--- config.mk ---
export PLATFORM = sky130hd
export DESIGN_NAME = flash_program_host
export DESIGN_NICKNAME = d
export VERILOG_FILES = /design/src/flash_host_pkg.sv /design/src/host_fifo.sv /design/src/flash_program_host.sv
export SDC_FILE = /design/constraint.sdc
export NUM_CORES = 1
export LEC_CHECK = 0
export ABC_AREA = 1
export BUFFER_PORTS_ARGS = -buffer_cell sky130_fd_sc_hd__buf_2
export CAP_MARGIN = 20
export CORE_MARGIN = 5
export CORE_UTILIZATION = 54
export DETAILED_ROUTE_END_ITERATION = 6
export PLACE_DENSITY = 0.82
export RECOVER_POWER = 25
export SLEW_MARGIN = 20
export SYNTH_ARGS = -nofsm -noshare
export SYNTH_HDL_FRONTEND = slang
export SYNTH_HIERARCHICAL = 1
export SYNTH_SLANG_ARGS = --single-unit
export TNS_END_PERCENT = 20
--- constraint.sdc ---
create_clock -name sys_clk -period 8.3 [get_ports sys_clk]
set_clock_uncertainty 0.1 [all_clocks]
set_input_delay 1.245 -clock sys_clk [delete_from_list [all_inputs] [get_ports sys_clk]]
set_output_delay 1.245 -clock sys_clk [all_outputs]
set_load 0.01 [all_outputs]
--- src/flash_host_pkg.sv ---
// Purpose: Shared constants and types for the parallel flash program host.
// Assumes: x16 flash, word addressing, 50 MHz system clock.
// Notes:   Codes without a given value are plain defaults.
package flash_host_pkg;

  // Bus geometry
  localparam int ADDR_W = 26;
  localparam int DATA_W = 16;
  localparam int LINE_W = 8;  // 256 words per 512-byte line
  localparam logic [7:0] LINE_LAST = 8'hff;

  // Command addresses and codes
  localparam logic [25:0] UNLOCK1_ADDR = 26'h0000555;
  localparam logic [25:0] UNLOCK2_ADDR = 26'h00002aa;
  localparam logic [15:0] UNLOCK1_DATA = 16'h00aa;
  localparam logic [15:0] UNLOCK2_DATA = 16'h0055;
  localparam logic [15:0] BUF_LOAD_CODE = 16'h0025;
  localparam logic [15:0] BUF_CONFIRM_CODE = 16'h0029;
  localparam logic [15:0] PROG_SETUP_CODE = 16'h00a0;  // Plain default
  localparam logic [15:0] STATUS_READ_CODE = 16'h0070; // Plain default
  localparam logic [15:0] CLEAR_STATUS_CODE = 16'h0071; // Plain default

  // Status register fields
  localparam int PROG_FAIL_BIT = 4;
  localparam int BUF_ABORT_BIT = 3;

  // Timing in nanoseconds and derived cycle counts
  localparam int CLK_MHZ = 50;
  localparam int T_WE_LOW_NS = 35;
  localparam int T_WE_HIGH_NS = 20;
  localparam int T_ACCESS_NS = 100;
  localparam int T_BUSY_SETTLE_NS = 100;
  localparam int T_RESET_PULSE_NS = 200;
  localparam int T_RESET_RECOVERY_NS = 35000;
  localparam logic [15:0] WE_LOW_CYC =
    16'((T_WE_LOW_NS * CLK_MHZ + 999) / 1000);
  localparam logic [15:0] WE_HIGH_CYC =
    16'((T_WE_HIGH_NS * CLK_MHZ + 999) / 1000);
  localparam logic [15:0] ACCESS_CYC =
    16'((T_ACCESS_NS * CLK_MHZ + 999) / 1000 + 2); // Plus sync delay
  localparam logic [15:0] BUSY_SETTLE_CYC =
    16'((T_BUSY_SETTLE_NS * CLK_MHZ + 999) / 1000);
  localparam logic [15:0] RESET_PULSE_CYC =
    16'((T_RESET_PULSE_NS * CLK_MHZ + 999) / 1000);
  localparam logic [15:0] RESET_RECOVERY_CYC =
    16'((T_RESET_RECOVERY_NS * CLK_MHZ + 999) / 1000);

  // Data FIFO
  localparam int FIFO_DEPTH = 4;

  // Requested operations
  typedef enum logic [1:0] {
    OP_WORD, OP_SHORT_WORD, OP_BUFFER, OP_CLEAR
  } op_t;

endpackage : flash_host_pkg

--- src/host_fifo.sv ---
// Purpose: Small valid/ready FIFO in front of the buffer data path.
// Assumes: DEPTH is a power of two.
// Notes:   Full and empty are registered; clr empties it at once.
`timescale 1ns/1ps
`default_nettype none
module host_fifo #(
  parameter int WIDTH = 16,
  parameter int DEPTH = 4
) (
  // Clock and reset
  input wire logic clk,
  input wire logic rst,
  input wire logic clr,
  // Filling side
  input wire logic in_valid,
  output logic in_ready,
  input wire logic [WIDTH-1:0] in_data,
  // Draining side
  output logic out_valid,
  input wire logic out_ready,
  output logic [WIDTH-1:0] out_data
);
  localparam int AW = $clog2(DEPTH);
  localparam int CW = $clog2(DEPTH + 1);

  typedef struct packed {
    logic [DEPTH-1:0][WIDTH-1:0] mem;
    logic [AW-1:0] wp;
    logic [AW-1:0] rp;
    logic [CW-1:0] cnt;
    logic room;
    logic empty;
  } fifo_t;

  fifo_t q_r;
  fifo_t q_nxt;

  // Pointer and level update
  always_comb begin
    logic push;
    logic pop;
    push = 1'b0;
    pop = 1'b0;
    q_nxt = q_r;
    push = in_valid && q_r.room;
    pop = out_ready && !q_r.empty;
    if (push) begin
      q_nxt.mem[q_r.wp] = in_data;
      q_nxt.wp = q_r.wp + AW'(1);
    end
    if (pop) begin
      q_nxt.rp = q_r.rp + AW'(1);
    end
    if (push && !pop) begin
      q_nxt.cnt = q_r.cnt + CW'(1);
    end else if (pop && !push) begin
      q_nxt.cnt = q_r.cnt - CW'(1);
    end
    if (clr) begin
      q_nxt.wp = '0;
      q_nxt.rp = '0;
      q_nxt.cnt = '0;
    end
    q_nxt.room = (q_nxt.cnt != CW'(DEPTH)); // Ready leaves as a flop
    q_nxt.empty = (q_nxt.cnt == '0);
  end

  // State register
  always_ff @(posedge clk or posedge rst) begin
    if (rst) begin
      q_r <= '{mem: '0, wp: '0, rp: '0, cnt: '0, room: 1'b1, empty: 1'b1};
    end else begin
      q_r <= q_nxt;
    end
  end

  assign in_ready = q_r.room;
  assign out_valid = !q_r.empty;
  assign out_data = q_r.mem[q_r.rp];
endmodule : host_fifo
`default_nettype wire

--- src/flash_program_host.sv ---
// Purpose: Host controller that programs a parallel NOR flash over its pins.
// Assumes: x16 word mode, one request at a time, data pins synchronised.
// Notes:   Function
`timescale 1ns/1ps
`default_nettype none
module flash_program_host
  import flash_host_pkg::*;
(
  // Clock and reset
  input wire logic sys_clk,
  input wire logic sys_rst,
  // User request
  input wire logic req_valid,
  input wire op_t req_op,
  input wire logic [ADDR_W-1:0] req_addr,
  input wire logic [DATA_W-1:0] req_data,
  input wire logic [LINE_W-1:0] req_count,
  input wire logic reset_req,
  // User buffer data stream
  input wire logic wdata_valid,
  output logic wdata_ready,
  input wire logic [DATA_W-1:0] wdata,
  // User result
  output logic busy,
  output logic done,
  output logic refused,
  output logic program_fail_flag,
  output logic buffer_abort_flag,
  output logic interrupted,
  output logic [7:0] status,
  // Flash pins
  output logic [ADDR_W-1:0] flash_addr,
  input wire logic [DATA_W-1:0] flash_dq_in,
  output logic [DATA_W-1:0] flash_dq_out,
  output logic flash_dq_oe_n,
  output logic flash_ce_n,
  output logic flash_we_n,
  output logic flash_oe_n,
  output logic flash_reset_n,
  input wire logic ready_busy_pin
);

  typedef enum logic [2:0] {
    S_IDLE, S_ISSUE, S_WE_LOW, S_WE_HIGH, S_BUSY, S_READ, S_RST, S_REC
  } state_t;

  typedef struct packed {
    state_t st;
    op_t op;
    logic [2:0] step;
    logic stat_ph;
    logic last;
    logic [15:0] cnt;
    logic [LINE_W-1:0] left;
    logic [ADDR_W-1:0] addr;
    logic [ADDR_W-1:0] cur;
    logic [DATA_W-1:0] data;
    logic [LINE_W-1:0] wc;
    logic [ADDR_W-1:0] pa;
    logic [DATA_W-1:0] dq_o;
    logic dq_oe_n;
    logic ce_n;
    logic we_n;
    logic oe_n;
    logic rst_n;
    logic busy;
    logic done;
    logic refused;
    logic fail;
    logic abort;
    logic intr;
    logic [7:0] status;
    logic rb_s1;
    logic rb_s2;
    logic [DATA_W-1:0] dq_s1;
    logic [DATA_W-1:0] dq_s2;
  } host_t;

  host_t q_r;
  host_t q_nxt;
  logic fifo_valid;
  logic fifo_pop;
  logic fifo_clr;
  logic [DATA_W-1:0] fifo_data;

  // Buffer data path with back-pressure to the user stream
  host_fifo #(
    .WIDTH(DATA_W),
    .DEPTH(FIFO_DEPTH)
  ) u_fifo (
    .clk(sys_clk),
    .rst(sys_rst),
    .clr(fifo_clr),
    .in_valid(wdata_valid),
    .in_ready(wdata_ready),
    .in_data(wdata),
    .out_valid(fifo_valid),
    .out_ready(fifo_pop),
    .out_data(fifo_data)
  );

  // Sequencer: chooses each bus write, times strobes, polls, reads status
  always_comb begin
    logic go;
    logic [ADDR_W-1:0] wa;
    logic [DATA_W-1:0] wd;
    logic fin;
    logic [LINE_W:0] end_off;
    go = 1'b0;
    wa = '0;
    wd = '0;
    fin = 1'b0;
    end_off = '0;
    q_nxt = q_r;
    fifo_pop = 1'b0;
    fifo_clr = 1'b0;
    q_nxt.done = 1'b0;
    q_nxt.refused = 1'b0;
    // Pin inputs pass two flip-flops before use
    q_nxt.rb_s1 = ready_busy_pin;
    q_nxt.rb_s2 = q_r.rb_s1;
    q_nxt.dq_s1 = flash_dq_in;
    q_nxt.dq_s2 = q_r.dq_s1;
    unique case (q_r.st)
      S_IDLE: begin
        end_off = {1'b0, req_addr[LINE_W-1:0]} + {1'b0, req_count};
        if (req_valid) begin
          if (req_op == OP_BUFFER && end_off[LINE_W]) begin
            q_nxt.refused = 1'b1;
          end else begin
            q_nxt.op = req_op;
            q_nxt.addr = req_addr;
            q_nxt.cur = req_addr;
            q_nxt.data = req_data;
            q_nxt.wc = req_count; // 1 to 256 words
            q_nxt.left = req_count;
            q_nxt.step = '0;
            q_nxt.stat_ph = 1'b0;
            q_nxt.intr = 1'b0;
            q_nxt.busy = 1'b1;
            q_nxt.st = S_ISSUE;
          end
        end
      end
      S_ISSUE: begin
        if (q_r.stat_ph) begin
          go = 1'b1; // Status read after completion
          fin = 1'b1;
          wa = UNLOCK1_ADDR;
          wd = STATUS_READ_CODE;
        end else begin
          unique case (q_r.op)
            OP_WORD: begin
              go = 1'b1;
              unique case (q_r.step)
                3'd0: begin wa = UNLOCK1_ADDR; wd = UNLOCK1_DATA; end
                3'd1: begin wa = UNLOCK2_ADDR; wd = UNLOCK2_DATA; end
                3'd2: begin wa = UNLOCK1_ADDR; wd = PROG_SETUP_CODE; end
                default: begin
                  wa = q_r.addr; // Address and data start it
                  wd = q_r.data;
                  fin = 1'b1;
                end
              endcase
            end
            OP_SHORT_WORD: begin
              go = 1'b1; // No unlock writes in overlay spaces
              if (q_r.step == 3'd0) begin
                wa = q_r.addr;
                wd = PROG_SETUP_CODE;
              end else begin
                wa = q_r.addr;
                wd = q_r.data;
                fin = 1'b1;
              end
            end
            OP_BUFFER: begin
              unique case (q_r.step)
                3'd0: begin go = 1'b1; wa = UNLOCK1_ADDR; wd = UNLOCK1_DATA; end
                3'd1: begin go = 1'b1; wa = UNLOCK2_ADDR; wd = UNLOCK2_DATA; end
                3'd2: begin
                  go = 1'b1;
                  wa = q_r.addr;
                  wd = BUF_LOAD_CODE;
                end
                3'd3: begin
                  go = 1'b1;
                  wa = q_r.addr;
                  wd = DATA_W'(q_r.wc); // Words minus one
                end
                3'd4: begin
                  if (fifo_valid) begin
                    go = 1'b1; // Sequential words in one line
                    fifo_pop = 1'b1;
                    wa = q_r.cur;
                    wd = fifo_data;
                  end
                end
                default: begin
                  go = 1'b1; // Confirm right after the last word
                  wa = q_r.addr;
                  wd = BUF_CONFIRM_CODE;
                  fin = 1'b1;
                end
              endcase
            end
            default: begin
              go = 1'b1; // Clears the fail flags in the device
              wa = UNLOCK1_ADDR;
              wd = CLEAR_STATUS_CODE;
              fin = 1'b1;
            end
          endcase
        end
        if (go) begin
          q_nxt.pa = wa;
          q_nxt.dq_o = wd;
          q_nxt.dq_oe_n = 1'b0;
          q_nxt.ce_n = 1'b0;
          q_nxt.we_n = 1'b0;
          q_nxt.last = fin;
          q_nxt.cnt = WE_LOW_CYC - 16'h0001;
          q_nxt.st = S_WE_LOW;
          if (q_r.op == OP_BUFFER && q_r.step == 3'd4 && !q_r.stat_ph) begin
            q_nxt.cur = q_r.cur + 26'h0000001;
            if (q_r.left == '0) begin
              q_nxt.step = 3'd5;
            end else begin
              q_nxt.left = q_r.left - 8'h01; // Mirrors device countdown
            end
          end else begin
            q_nxt.step = q_r.step + 3'd1;
          end
        end
      end
      S_WE_LOW: begin
        if (q_r.cnt == '0) begin
          q_nxt.we_n = 1'b1;
          q_nxt.cnt = WE_HIGH_CYC - 16'h0001;
          q_nxt.st = S_WE_HIGH;
        end else begin
          q_nxt.cnt = q_r.cnt - 16'h0001;
        end
      end
      S_WE_HIGH: begin
        if (q_r.cnt != '0) begin
          q_nxt.cnt = q_r.cnt - 16'h0001;
        end else if (!q_r.last) begin
          q_nxt.st = S_ISSUE;
        end else if (q_r.stat_ph) begin
          q_nxt.dq_oe_n = 1'b1;
          q_nxt.oe_n = 1'b0;
          q_nxt.cnt = ACCESS_CYC;
          q_nxt.st = S_READ;
        end else if (q_r.op == OP_CLEAR) begin
          q_nxt.dq_oe_n = 1'b1;
          q_nxt.ce_n = 1'b1;
          q_nxt.fail = 1'b0;
          q_nxt.abort = 1'b0;
          q_nxt.busy = 1'b0;
          q_nxt.done = 1'b1;
          q_nxt.st = S_IDLE;
        end else begin
          q_nxt.dq_oe_n = 1'b1;
          q_nxt.ce_n = 1'b1;
          q_nxt.cnt = BUSY_SETTLE_CYC;
          q_nxt.st = S_BUSY;
        end
      end
      S_BUSY: begin
        // No writes while the device programs
        if (q_r.cnt != '0) begin
          q_nxt.cnt = q_r.cnt - 16'h0001;
        end else if (q_r.rb_s2) begin
          q_nxt.stat_ph = 1'b1; // Ready pin high
          q_nxt.st = S_ISSUE;
        end
      end
      S_READ: begin
        if (q_r.cnt == '0) begin
          q_nxt.status = q_r.dq_s2[7:0];
          q_nxt.fail = q_r.dq_s2[PROG_FAIL_BIT];
          q_nxt.abort = q_r.dq_s2[BUF_ABORT_BIT];
          q_nxt.oe_n = 1'b1;
          q_nxt.ce_n = 1'b1;
          q_nxt.busy = 1'b0;
          q_nxt.done = 1'b1;
          q_nxt.st = S_IDLE;
        end else begin
          q_nxt.cnt = q_r.cnt - 16'h0001;
        end
      end
      S_RST: begin
        if (q_r.cnt == '0) begin
          q_nxt.rst_n = 1'b1;
          q_nxt.cnt = RESET_RECOVERY_CYC;
          q_nxt.st = S_REC;
        end else begin
          q_nxt.cnt = q_r.cnt - 16'h0001;
        end
      end
      S_REC: begin
        if (q_r.cnt == '0) begin
          q_nxt.busy = 1'b0; // Device back in read mode
          q_nxt.done = 1'b1;
          q_nxt.st = S_IDLE;
        end else begin
          q_nxt.cnt = q_r.cnt - 16'h0001;
        end
      end
      default: begin
        q_nxt.st = S_IDLE;
      end
    endcase
    // Hardware reset request overrides everything outside the S_RST and S_REC states
    if (reset_req && q_r.st != S_RST && q_r.st != S_REC) begin
      q_nxt.intr = (q_r.st != S_IDLE); // User must redo the area
      q_nxt.rst_n = 1'b0;
      q_nxt.ce_n = 1'b1;
      q_nxt.we_n = 1'b1;
      q_nxt.oe_n = 1'b1;
      q_nxt.dq_oe_n = 1'b1;
      q_nxt.busy = 1'b1;
      q_nxt.done = 1'b0;
      q_nxt.cnt = RESET_PULSE_CYC - 16'h0001;
      q_nxt.st = S_RST;
      fifo_clr = 1'b1;
      fifo_pop = 1'b0;
    end
  end

  // State register
  always_ff @(posedge sys_clk or posedge sys_rst) begin
    if (sys_rst) begin
      q_r <= '{st: S_IDLE, op: OP_WORD, step: 3'h0, stat_ph: 1'b0,
               last: 1'b0, cnt: 16'h0000, left: 8'h00, addr: '0, cur: '0,
               data: 16'h0000, wc: 8'h00, pa: '0, dq_o: 16'h0000,
               dq_oe_n: 1'b1, ce_n: 1'b1, we_n: 1'b1, oe_n: 1'b1,
               rst_n: 1'b1, busy: 1'b0, done: 1'b0, refused: 1'b0,
               fail: 1'b0, abort: 1'b0, intr: 1'b0, status: 8'h00,
               rb_s1: 1'b0, rb_s2: 1'b0, dq_s1: 16'h0000,
               dq_s2: 16'h0000};
    end else begin
      q_r <= q_nxt;
    end
  end

  // Outputs straight from the state register
  assign busy = q_r.busy;
  assign done = q_r.done;
  assign refused = q_r.refused;
  assign program_fail_flag = q_r.fail;
  assign buffer_abort_flag = q_r.abort;
  assign interrupted = q_r.intr;
  assign status = q_r.status;
  assign flash_addr = q_r.pa;
  assign flash_dq_out = q_r.dq_o;
  assign flash_dq_oe_n = q_r.dq_oe_n;
  assign flash_ce_n = q_r.ce_n;
  assign flash_we_n = q_r.we_n;
  assign flash_oe_n = q_r.oe_n;
  assign flash_reset_n = q_r.rst_n;
endmodule : flash_program_host
`default_nettype wire

==> results of run 1 <==
## flip-flops by register name, summed over array words and instances (netlist names), 8 cells and up
signal        count
q_nxt             9
q_r             119
status            8
flash_dq_out     16
u_fifo/q_r       72
flash_addr       26
## per-stage QoR
stage / util (%) / hold slack (ns) / instance area (sq um) / cells
2_1_floorplan: - / 0.231 / 14400 / 1908
3_3_place_gp: 57.0 / 0.232 / 14900 / 2270
3_5_place_dp: 57.0 / 0.235 / 14900 / 2270
4_1_cts: 60.3 / 0.248 / 15800 / 2319
5_1_grt: 60.1 / 0.252 / 15700 / 2320
6_report: 60.1 / 0.246 / 15700 / 2320
## final cells by class
type | count | area share (%)
repair buffers | 149 | 4.81
inverters | 182 | 4.37
flip-flops and latches | 262 | 41.8
multi-input cells | 1342 | 40.9
clock buffers | 43 | 5.20
clock inverters | 6 | 0.279
diodes | 1 | 0.0159
well taps | 335 | 2.67
## logic make-up after synthesis
group           share of synthesized area [%]
fa+ha+maj                                2.00
buf+inv                                  9.61
flops                                    45.6
simple gates                             28.6
mux                                     0.469
xor+xnor                                0.973
compound gates                           12.8
## path summary, 6_finish.rpt
check | to | from
setup / recovery | q_r[163]$_DFFE_PP0P_ | sys_rst
hold / removal | q_r[2]$_DFF_PP0_ | q_nxt[2]$_DFF_PP0_
setup reg to reg | u_fifo/in_ready$_DFF_PP1_ | q_r[197]$_DFFE_PP0P_
hold reg to reg | q_r[2]$_DFF_PP0_ | q_nxt[2]$_DFF_PP0_
max in group sys_clk | q_r[97]$_DFFE_PP0P_ | req_addr[7]
min in group asynchronous | u_fifo/q_r[3]$_DFF_PP0_ | sys_rst
## power groups by stage
stage               clock network (uW)  logic [uW]  registers (uW)
floorplan                            0        1880            2090
global route                      1250        2690            2250
finish                            1180        2360            2190
detailed placement                   0        2350            2190
global placement                     0        2280            2180
CTS                               1200        2360            2180
## critical path: cells and delay by family
| family | cells | cell delay (ns) |
|---|---|---|
| buffers and inverters | 3 | 4.06 |
## per-layer routing
metal	vias to the layer above	part of all wire [%]	GRT usage (%)
met5	-	0	0
met4	0	3.2	8.58
met3	90	7.0	3.93
li1	6241	-	-
met2	540	47	42.0
met1	6149	43	34.2
## cells in the mapped netlist (all sizes together) (2+ instances only)
| library cell | count | area share, % |
|---|---|---|
| a21boi | 2 | 0.10 |
| a21oi | 37 | 1.3 |
| a22o | 11 | 0.67 |
| a22oi | 2 | 0.10 |
| a31oi | 8 | 0.35 |
| buf | 93 | 4.1 |
| clkbuf | 29 | 0.76 |
| dfrtp | 255 | 44 |
| dfstp | 7 | 1.3 |
| ha | 23 | 2.0 |
| inv | 181 | 4.8 |
| mux2 | 6 | 0.47 |
| nand2 | 625 | 17 |
| nand3 | 113 | 4.2 |
| nand3b | 21 | 1.1 |
| nand4 | 19 | 0.87 |
| nor2 | 174 | 5.0 |
| nor3 | 15 | 0.52 |
| o211ai | 16 | 0.83 |
| o21ai | 209 | 7.3 |
| o22ai | 24 | 1.0 |
| o31ai | 2 | 0.10 |
| o32ai | 14 | 0.85 |
| xnor2 | 4 | 0.24 |
| xor2 | 12 | 0.73 |
==> impl_summary.txt, run 1 <==
----------------------------------------------------
[Die]
  Placeable Area ... ~26000 sq um
  Die Area ... approximately 30000 sq um
  Count of pins on the block boundary ... between 150 and 200
  Site row count ... a little under 60
  DIE HEIGHT ... 173 microns
  Die outline width ... 173 microns
  Starting utilization of the core area ... approximately 55%

[Power and ir drop]
  Design internal power ... around 3300 uW
  Switching power of the nets ... about 2500 uW
  Highest ir drop seen on vdd ... about 0.25 mV
  Clock share of power ... 20.6%
  Proportion of total power due to net switching ... between 40% and 50%
  Share of power burned in combinational logic ... roughly two fifths
  Power per cell area ... 365 nW/um^2
  PnR Total Power ... between 5000 and 6000 uW
  Total leakage power ... 0.00815 uW
  Sequential share of power ... a little under two fifths

[Clocking]
  Clock tree from TritonCTS ... built
  Total setup buffers inserted after CTS ... 0
  H-Tree Level Count ... 1
  CTS Hold Bufs ... 0
  Maximum clock insertion buffer count ... 3
  Number of sinks handled by clock tree synthesis ... 262
  CTS clk-pin slew, worst paths ... 0.06 ns
  Clock Tree Root ... clkbuf_16
  Number of buffers inserted during clock tree synthesis ... 28
  Clk Latency, worst-skew pair ... approximately 0.56 ns
  Number of gates resized after CTS ... 0

[Cells and area]
  Net total in the final layout ... approximately 2100
  Share of layout cells above drive strength 1 ... ~13%
  FF/Latch Area ... approximately 6600 sq um
  Fill cells ... between 2000 and 2500
  Multi-input gate area in the final layout ... about 6400 sq um
  Commonest non-fill, non-tap cell in the layout ... nand2_1
  Area delta synth->final ... 9.08%
  Top library cells by usage in the layout, fill and taps aside ... nand2_1 (616), dfrtp_1 (255), o21ai_0 (200)

[Critical path]
  Critical path's largest stage delay ... between 2 and 3 ns
  R2r worst-path depth ... 13
  Library cell contributing the largest single delay on the critical path ... clkinvlp_2
  Type of the worst setup path ... primary input to async pin
  Largest fanout of any net on the critical path ... ~120
  Ordered list of cells on the worst path ... clkbuf_1, clkinvlp_2, buf_4
  Category of the worst setup path capture point ... async pin
  Sort of element at the start of the critical path ... primary input
  Worst Path Required ... 8.77 ns
  Flop2flop setup slack ... roughly 4.4 ns
  Arrival time of data at the critical path endpoint ... about 5.5 ns

[Logic synthesis]
  EDFF count, synth ... 0
  Mean post-synth cell area ... 7.55 sq um
  Cell area after synthesis ... around 14000 sq um
  Number of distinct library cells after synthesis ... 45
  Top_reg_cell synth ... dfrtp_1
  Post-Synthesis Net Count ... about 2000
  Cells after Synth ... 1908
  Async set or reset register ratio after synthesis ... between 90% and 100%
  Sequential fraction of the synthesis area ... around 46%
  Total of flip-flops plus latches after synthesis ... about 260
  Yosys warnings ... 6

[Placement]
  Pre-CTS setup slack ... about 3.0 ns
  Placer Congestion ... around 0.94
  Number of port buffers ... ~140
  DPL Wire Length ... around 27000 microns

[STA]
  Highest clock rate ... between 150 and 200 MHz
  Smallest setup slack after layout ... around 3.3 ns
  Final count of negative-setup-slack endpoints ... 0
  Period Utilization, post-route ... about 61%
  Least-Margin Pin Slew ... around 5.3 ns
  Final max-slew violation count ... between 150 and 200
  Number of hold violations in the final report ... 0
  Setup repair after global routing missed its margin ... no
  Accumulated negative setup slack ... 0 ns
  Min cycle time layout ... slightly above 5 ns
  Slew Limit Headroom ... -257%

[GRT]
  Number of antenna violations at the first check in global routing ... 1
  Pin count of the biggest net entering global routing ... roughly 120
  Global-route congestion overflow total ... 0
  Number of global-route vias before repair ... 12800
  Global routing usage summed across all routing layers ... between 20% and 30%
  Global-route wire length before repair ... approximately 64000 microns

[Route]
  DRC violation count after routing ... 0
  Violation count after the first detailed-route iteration ... 1382
  Number of vias after detailed routing ... about 13000
  Wirelength, routed ... 38500 microns
  First-pass detailed-route iteration total ... 6
  Avg Vias per Cell ... 5.61
  Wire length per cell after detailed routing ... 16.6 microns
  Routed Antenna Nets ... 0

[Worst hold path]
  Worst Hold Path Cells ... 0
  Path type of the worst min-delay path ... flip-flop to flip-flop

[Outcome]
  Run status ... complete, but fails checks
  Failing checks ... max-capacitance violations, max-slew violations

[Flow run]
  Max Cap Violations ... 2

----------------------------------------------------
(Power assumes the default switching activity.)
==> run 2: changes to the inputs <==
--- a/config.mk
+++ b/config.mk
@@ -5,13 +5,13 @@
 export SDC_FILE = /design/constraint.sdc
 export NUM_CORES = 1
 export LEC_CHECK = 0
-export ABC_AREA = 1
+export ABC_AREA = 0
 export BUFFER_PORTS_ARGS = -buffer_cell sky130_fd_sc_hd__buf_2
 export CAP_MARGIN = 20
 export CORE_MARGIN = 5
-export CORE_UTILIZATION = 54
+export CORE_UTILIZATION = 53
 export DETAILED_ROUTE_END_ITERATION = 6
-export PLACE_DENSITY = 0.82
+export PLACE_DENSITY = 0.84
 export RECOVER_POWER = 25
 export SLEW_MARGIN = 20
 export SYNTH_ARGS = -nofsm -noshare
==> constraint.sdc (replaced) <==
create_clock -name sys_clk -period 4.4 [get_ports sys_clk]
set_clock_uncertainty 0.1 [all_clocks]
set_input_delay 0.66 -clock sys_clk [delete_from_list [all_inputs] [get_ports sys_clk]]
set_output_delay 0.66 -clock sys_clk [all_outputs]
set_load 0.01 [all_outputs]
==> run 2 against run 1 <==
Net effect: critical endpoint is now u_fifo/in_ready$_DFF_PP1_; via count is 17% lower; sequential share of layout area is 2.0 points higher; critical path depth is 6 higher; largest power group is now registers; the run still ends with max-capacitance violations, max-slew violations left; routed wire length is 7.2% lower.
==> impl_summary.txt, run 2 <==
----------------------------------------------------
[Critical path]
  Arrival time of data at the critical path endpoint ... 3.82 ns (was 5.50 ns)
  Sort of element at the start of the critical path ... flip-flop (was primary input)
  Critical path's largest stage delay ... 0.65 ns (was 2.91 ns)
  Largest fanout of any net on the critical path ... 11 (was 121)
  Library cell contributing the largest single delay on the critical path ... nor2b_1 (was clkinvlp_2)
  Ordered list of cells on the worst path ... inv_1, ha_1, nand3_1, or4_4, nor2_1, nor2b_1, xnor2_1, o311ai_0, nand3b_1 (was clkbuf_1, clkinvlp_2, buf_4)
  Type of the worst setup path ... flip-flop to flip-flop (was primary input to async pin)
  R2r worst-path depth ... 9 (was 13)
  Category of the worst setup path capture point ... flip-flop (was async pin)
  Worst Path Required ... 4.78 ns (was 8.77 ns)

[Route]
  DRC violation count after routing ... 0 (unchanged)
  Routed Antenna Nets ... 0 (unchanged)
  Wire length per cell after detailed routing ... 20.3 microns (was 16.6 microns)
  Violation count after the first detailed-route iteration ... 1031 (was 1382)
  Wirelength, routed ... 35800 microns (was 38500 microns)
  Avg Vias per Cell ... 6.15 (was 5.61)
  First-pass detailed-route iteration total ... 6 (unchanged)
  Number of vias after detailed routing ... 10800 (was 13000)

[Placement]
  DPL Wire Length ... 24100 microns (was 26800 microns)
  Number of port buffers ... 143 (unchanged)
  Placer Congestion ... 0.916 (was 0.943)
  Placed Area ... 14000 sq um (was 14900 sq um)

[GRT]
  Layer with the highest usage after global routing ... met2 (unchanged)
  Global routing usage summed across all routing layers ... 24.7% (was 25.3%)
  Number of antenna violations at the first check in global routing ... 8 (was 1)
  Fraction of met1 tracks used by global routing ... 33.0% (was 34.2%)
  Pin count of the biggest net entering global routing ... 152 (was 122)
  Met3 Track Usage GR ... 5.54% (was 3.93%)
  Number of global-route vias before repair ... 10900 (was 12800)
  Met2 Use GR ... 39.3% (was 42.0%)
  Global-route congestion overflow total ... 0 (unchanged)
  Global-route wire length before repair ... 58000 microns (was 63900 microns)

[Die]
  Site row count ... 58 (was 59)
  Placeable Area ... 25100 sq um (was 26100 sq um)
  DIE HEIGHT ... 169 microns (was 173 microns)
  Die Area ... 28700 sq um (was 30000 sq um)
  Die outline width ... 169 microns (was 173 microns)
  Starting utilization of the core area ... 53.6% (was 55.1%)
  Count of pins on the block boundary ... 152 (unchanged)

[Cells and area]
  Flip-flop count of the largest register after layout ... 119 (unchanged)
  Commonest non-fill, non-tap cell in the layout ... dfrtp_1 (was nand2_1)
  Area delta synth->final ... 11.5% (was 9.08%)
  Final cell area excluding filler cells ... 15000 sq um (was 15700 sq um)
  Most flop-heavy register ... q_r (unchanged)
  Fill cells ... 2074 (was 2351)
  Share of layout cells above drive strength 1 ... 23.3% (was 12.8%)
  FF/Latch Area ... 6570 sq um (unchanged)
  Multi-input gate area in the final layout ... 6020 sq um (was 6420 sq um)
  Top library cells by usage in the layout, fill and taps aside ... dfrtp_1 (255), nand2_1 (239), buf_2 (142) (was nand2_1 (616), dfrtp_1 (255), o21ai_0 (200))
  Net total in the final layout ... 1520 (was 2078)

[Logic synthesis]
  Mean post-synth cell area ... 10.0 sq um (was 7.55 sq um)
  Yosys warnings ... 6 (unchanged)
  Cells after Synth ... 1342 (was 1908)
  Most area-hungry cell type in the Yosys netlist ... dfrtp_1 (unchanged)
  Post-Synthesis Net Count ... 1455 (was 2021)
  Top_reg_cell synth ... dfrtp_1 (unchanged)
  Total of flip-flops plus latches after synthesis ... 262 (unchanged)
  Async set or reset register ratio after synthesis ... 100% (unchanged)
  Area contributors post-synth ... dfrtp_1 (47%), nand2_1 (6.7%), mux2_4 (4.5%) (was dfrtp_1 (44%), nand2_1 (16%), o21ai_0 (7.0%))
  Synth cell count leaders ... dfrtp_1 (255), nand2_1 (239), o21ai_0 (105) (was nand2_1 (611), dfrtp_1 (255), o21ai_0 (200))
  Sequential fraction of the synthesis area ... 48.8% (was 45.6%)
  Cell area after synthesis ... 13400 sq um (was 14400 sq um)
  Number of distinct library cells after synthesis ... 85 (was 45)
  Portion of synthesized cell area occupied by the leading cell type ... 47.5% (was 44.3%)
  EDFF count, synth ... 0 (unchanged)
  Cell with the most instances after synthesis ... dfrtp_1 (was nand2_1)

[Outcome]
  Run status ... complete, but fails checks (unchanged)
  Failing checks ... max-capacitance violations, max-slew violations (unchanged)

[STA]
  Highest clock rate ... slightly below 300 MHz
  Final count of negative-setup-slack endpoints ... 0 (unchanged)
  Accumulated negative setup slack ... 0 ns (unchanged)
  Least-Margin Pin Slew ... 2.18 ns (was 5.33 ns)
  Period Utilization, post-route ... between 70% and 80%
  Min cycle time layout ... ~3.4 ns
  Final max-slew violation count ... 237 (was 196)
  Hold slack ... 0.127 ns (was 0.246 ns)
  Number of hold violations in the final report ... 0 (unchanged)
  Setup repair after global routing missed its margin ... no (unchanged)
  Slew Limit Headroom ... -45.0% (was -257%)

[Power and ir drop]
  Power per cell area ... 440 nW/um^2 (was 365 nW/um^2)
  Highest ir drop seen on vdd ... 0.423 mV (was 0.250 mV)
  Total leakage power ... 0.00701 uW (was 0.00815 uW)
  PnR Total Power ... 6600 uW (was 5730 uW)

[Worst hold path]
  Path type of the worst min-delay path ... primary input to flip-flop (was flip-flop to flip-flop)
  Worst Hold Path Cells ... 1 (was 0)

[Clocking]
  Number of buffers inserted during clock tree synthesis ... 28 (unchanged)
  Maximum clock insertion buffer count ... 3 (unchanged)
  H-Tree Level Count ... 1 (unchanged)
  CTS clk-pin slew, worst paths ... 0.06 ns (about the same)
  Number of gates resized after CTS ... 0 (unchanged)
  Clk Latency, worst-skew pair ... 0.57 ns (was 0.56 ns)
  CTS Hold Bufs ... 0 (unchanged)
  Total setup buffers inserted after CTS ... 0 (unchanged)
  Number of sinks handled by clock tree synthesis ... 262 (unchanged)
  Clock tree from TritonCTS ... built (unchanged)
  Clock Tree Root ... clkbuf_16 (unchanged)

[Flow run]
  Max Cap Violations ... 3 (was 2)

----------------------------------------------------
-- run 2: changes by cell type in the layout (fill, tap and decap cells not counted), moves of 18 or more --
cell / delta
o21ai_0: -95
mux2_2: +29
o22ai_1: -18
nand3_1: -91
inv_1: -133
nor2_1: -90
a22oi_1: +29
a31oi_1: +19
mux2_4: +40
a21oi_1: +49
nand2_1: -377
nand3b_1: -18
-- run 2: cell families (layout without fill, tap and decap cells) --
group	count (synthesis)	count (layout)	share of synthesized area (%)
muxes	93	93	10.2
and+or+nand+nor	435	435	14.9
xor gates and xnor gates	9	9	0.586
AOI/OAI and AO/OA	357	357	16.7
adders and majority gates	23	23	2.14
buffers and inverters	163	249	6.62
DFF	262	262	48.8
other	0	5	0
-- run 2: worst max-delay path, delay by kind of cell (launching register included) --
kind	cells	cell delay, ns
AOI/OAI and AO/OA	1	0.33
adders and majority gates	1	0.43
and+or+nand+nor	5	1.58
xor gates and xnor gates	1	0.23
DFF	1	0.49
buffers and inverters	1	0.18
-- run 2: path summary, 6_finish.rpt --
kind,from,end,slack (ns)
worst min register to register,q_nxt[2]$_DFF_PP0_,q_r[2]$_DFF_PP0_,0.25
max in group asynchronous,sys_rst,flash_dq_out[3]$_DFFE_PP0P_,2.10
min in group asynchronous,sys_rst,u_fifo/q_r[42]$_DFFE_PP0P_,0.55
worst min-delay path,flash_dq_in[4],q_nxt[4]$_DFF_PP0_,0.13
worst max register to register,q_r[197]$_DFFE_PP0P_,u_fifo/in_ready$_DFF_PP1_,0.97
worst max-delay path,q_r[197]$_DFFE_PP0P_,u_fifo/in_ready$_DFF_PP1_,0.97
-- run 2: final cells by class --
type                       count  area share [%]
tap                          330            2.75
multi-input combinational    917            40.2
sequential                   262            43.8
timing repair buffer         167            5.94
clock buffer                  42            5.69
antenna                        5          0.0834
inverter                      31           0.784
clock inverter                 9           0.826
-- run 2: metal layers --
| layer | wire (microns) | part of all wire, % |
|---|---|---|
| met1 | 14200 | 40 |
| met2 | 16600 | 46 |
| met3 | 3390 | 9.5 |
| met4 | 1500 | 4.2 |
| met5 | 39 | 0.11 |
-- run 2: through the flow --
stage,worst slack [ns],util (%),std cells
final,0.965,59.7,1763
after global routing,0.738,59.7,1763
after CTS,1.06,59.8,1758
after detailed placement,1.08,55.9,1707
after global placement,1.23,55.9,1707
after floorplan,1.21,-,1342
-- run 2: power breakdown --
group	switching, uW	internal, uW	leakage (uW)	total, uW
clock	995	1460	0.000485	2450
combinational	477	685	0.00314	1160
sequential	222	2770	0.00338	2990
total	1690	4910	0.00701	6600
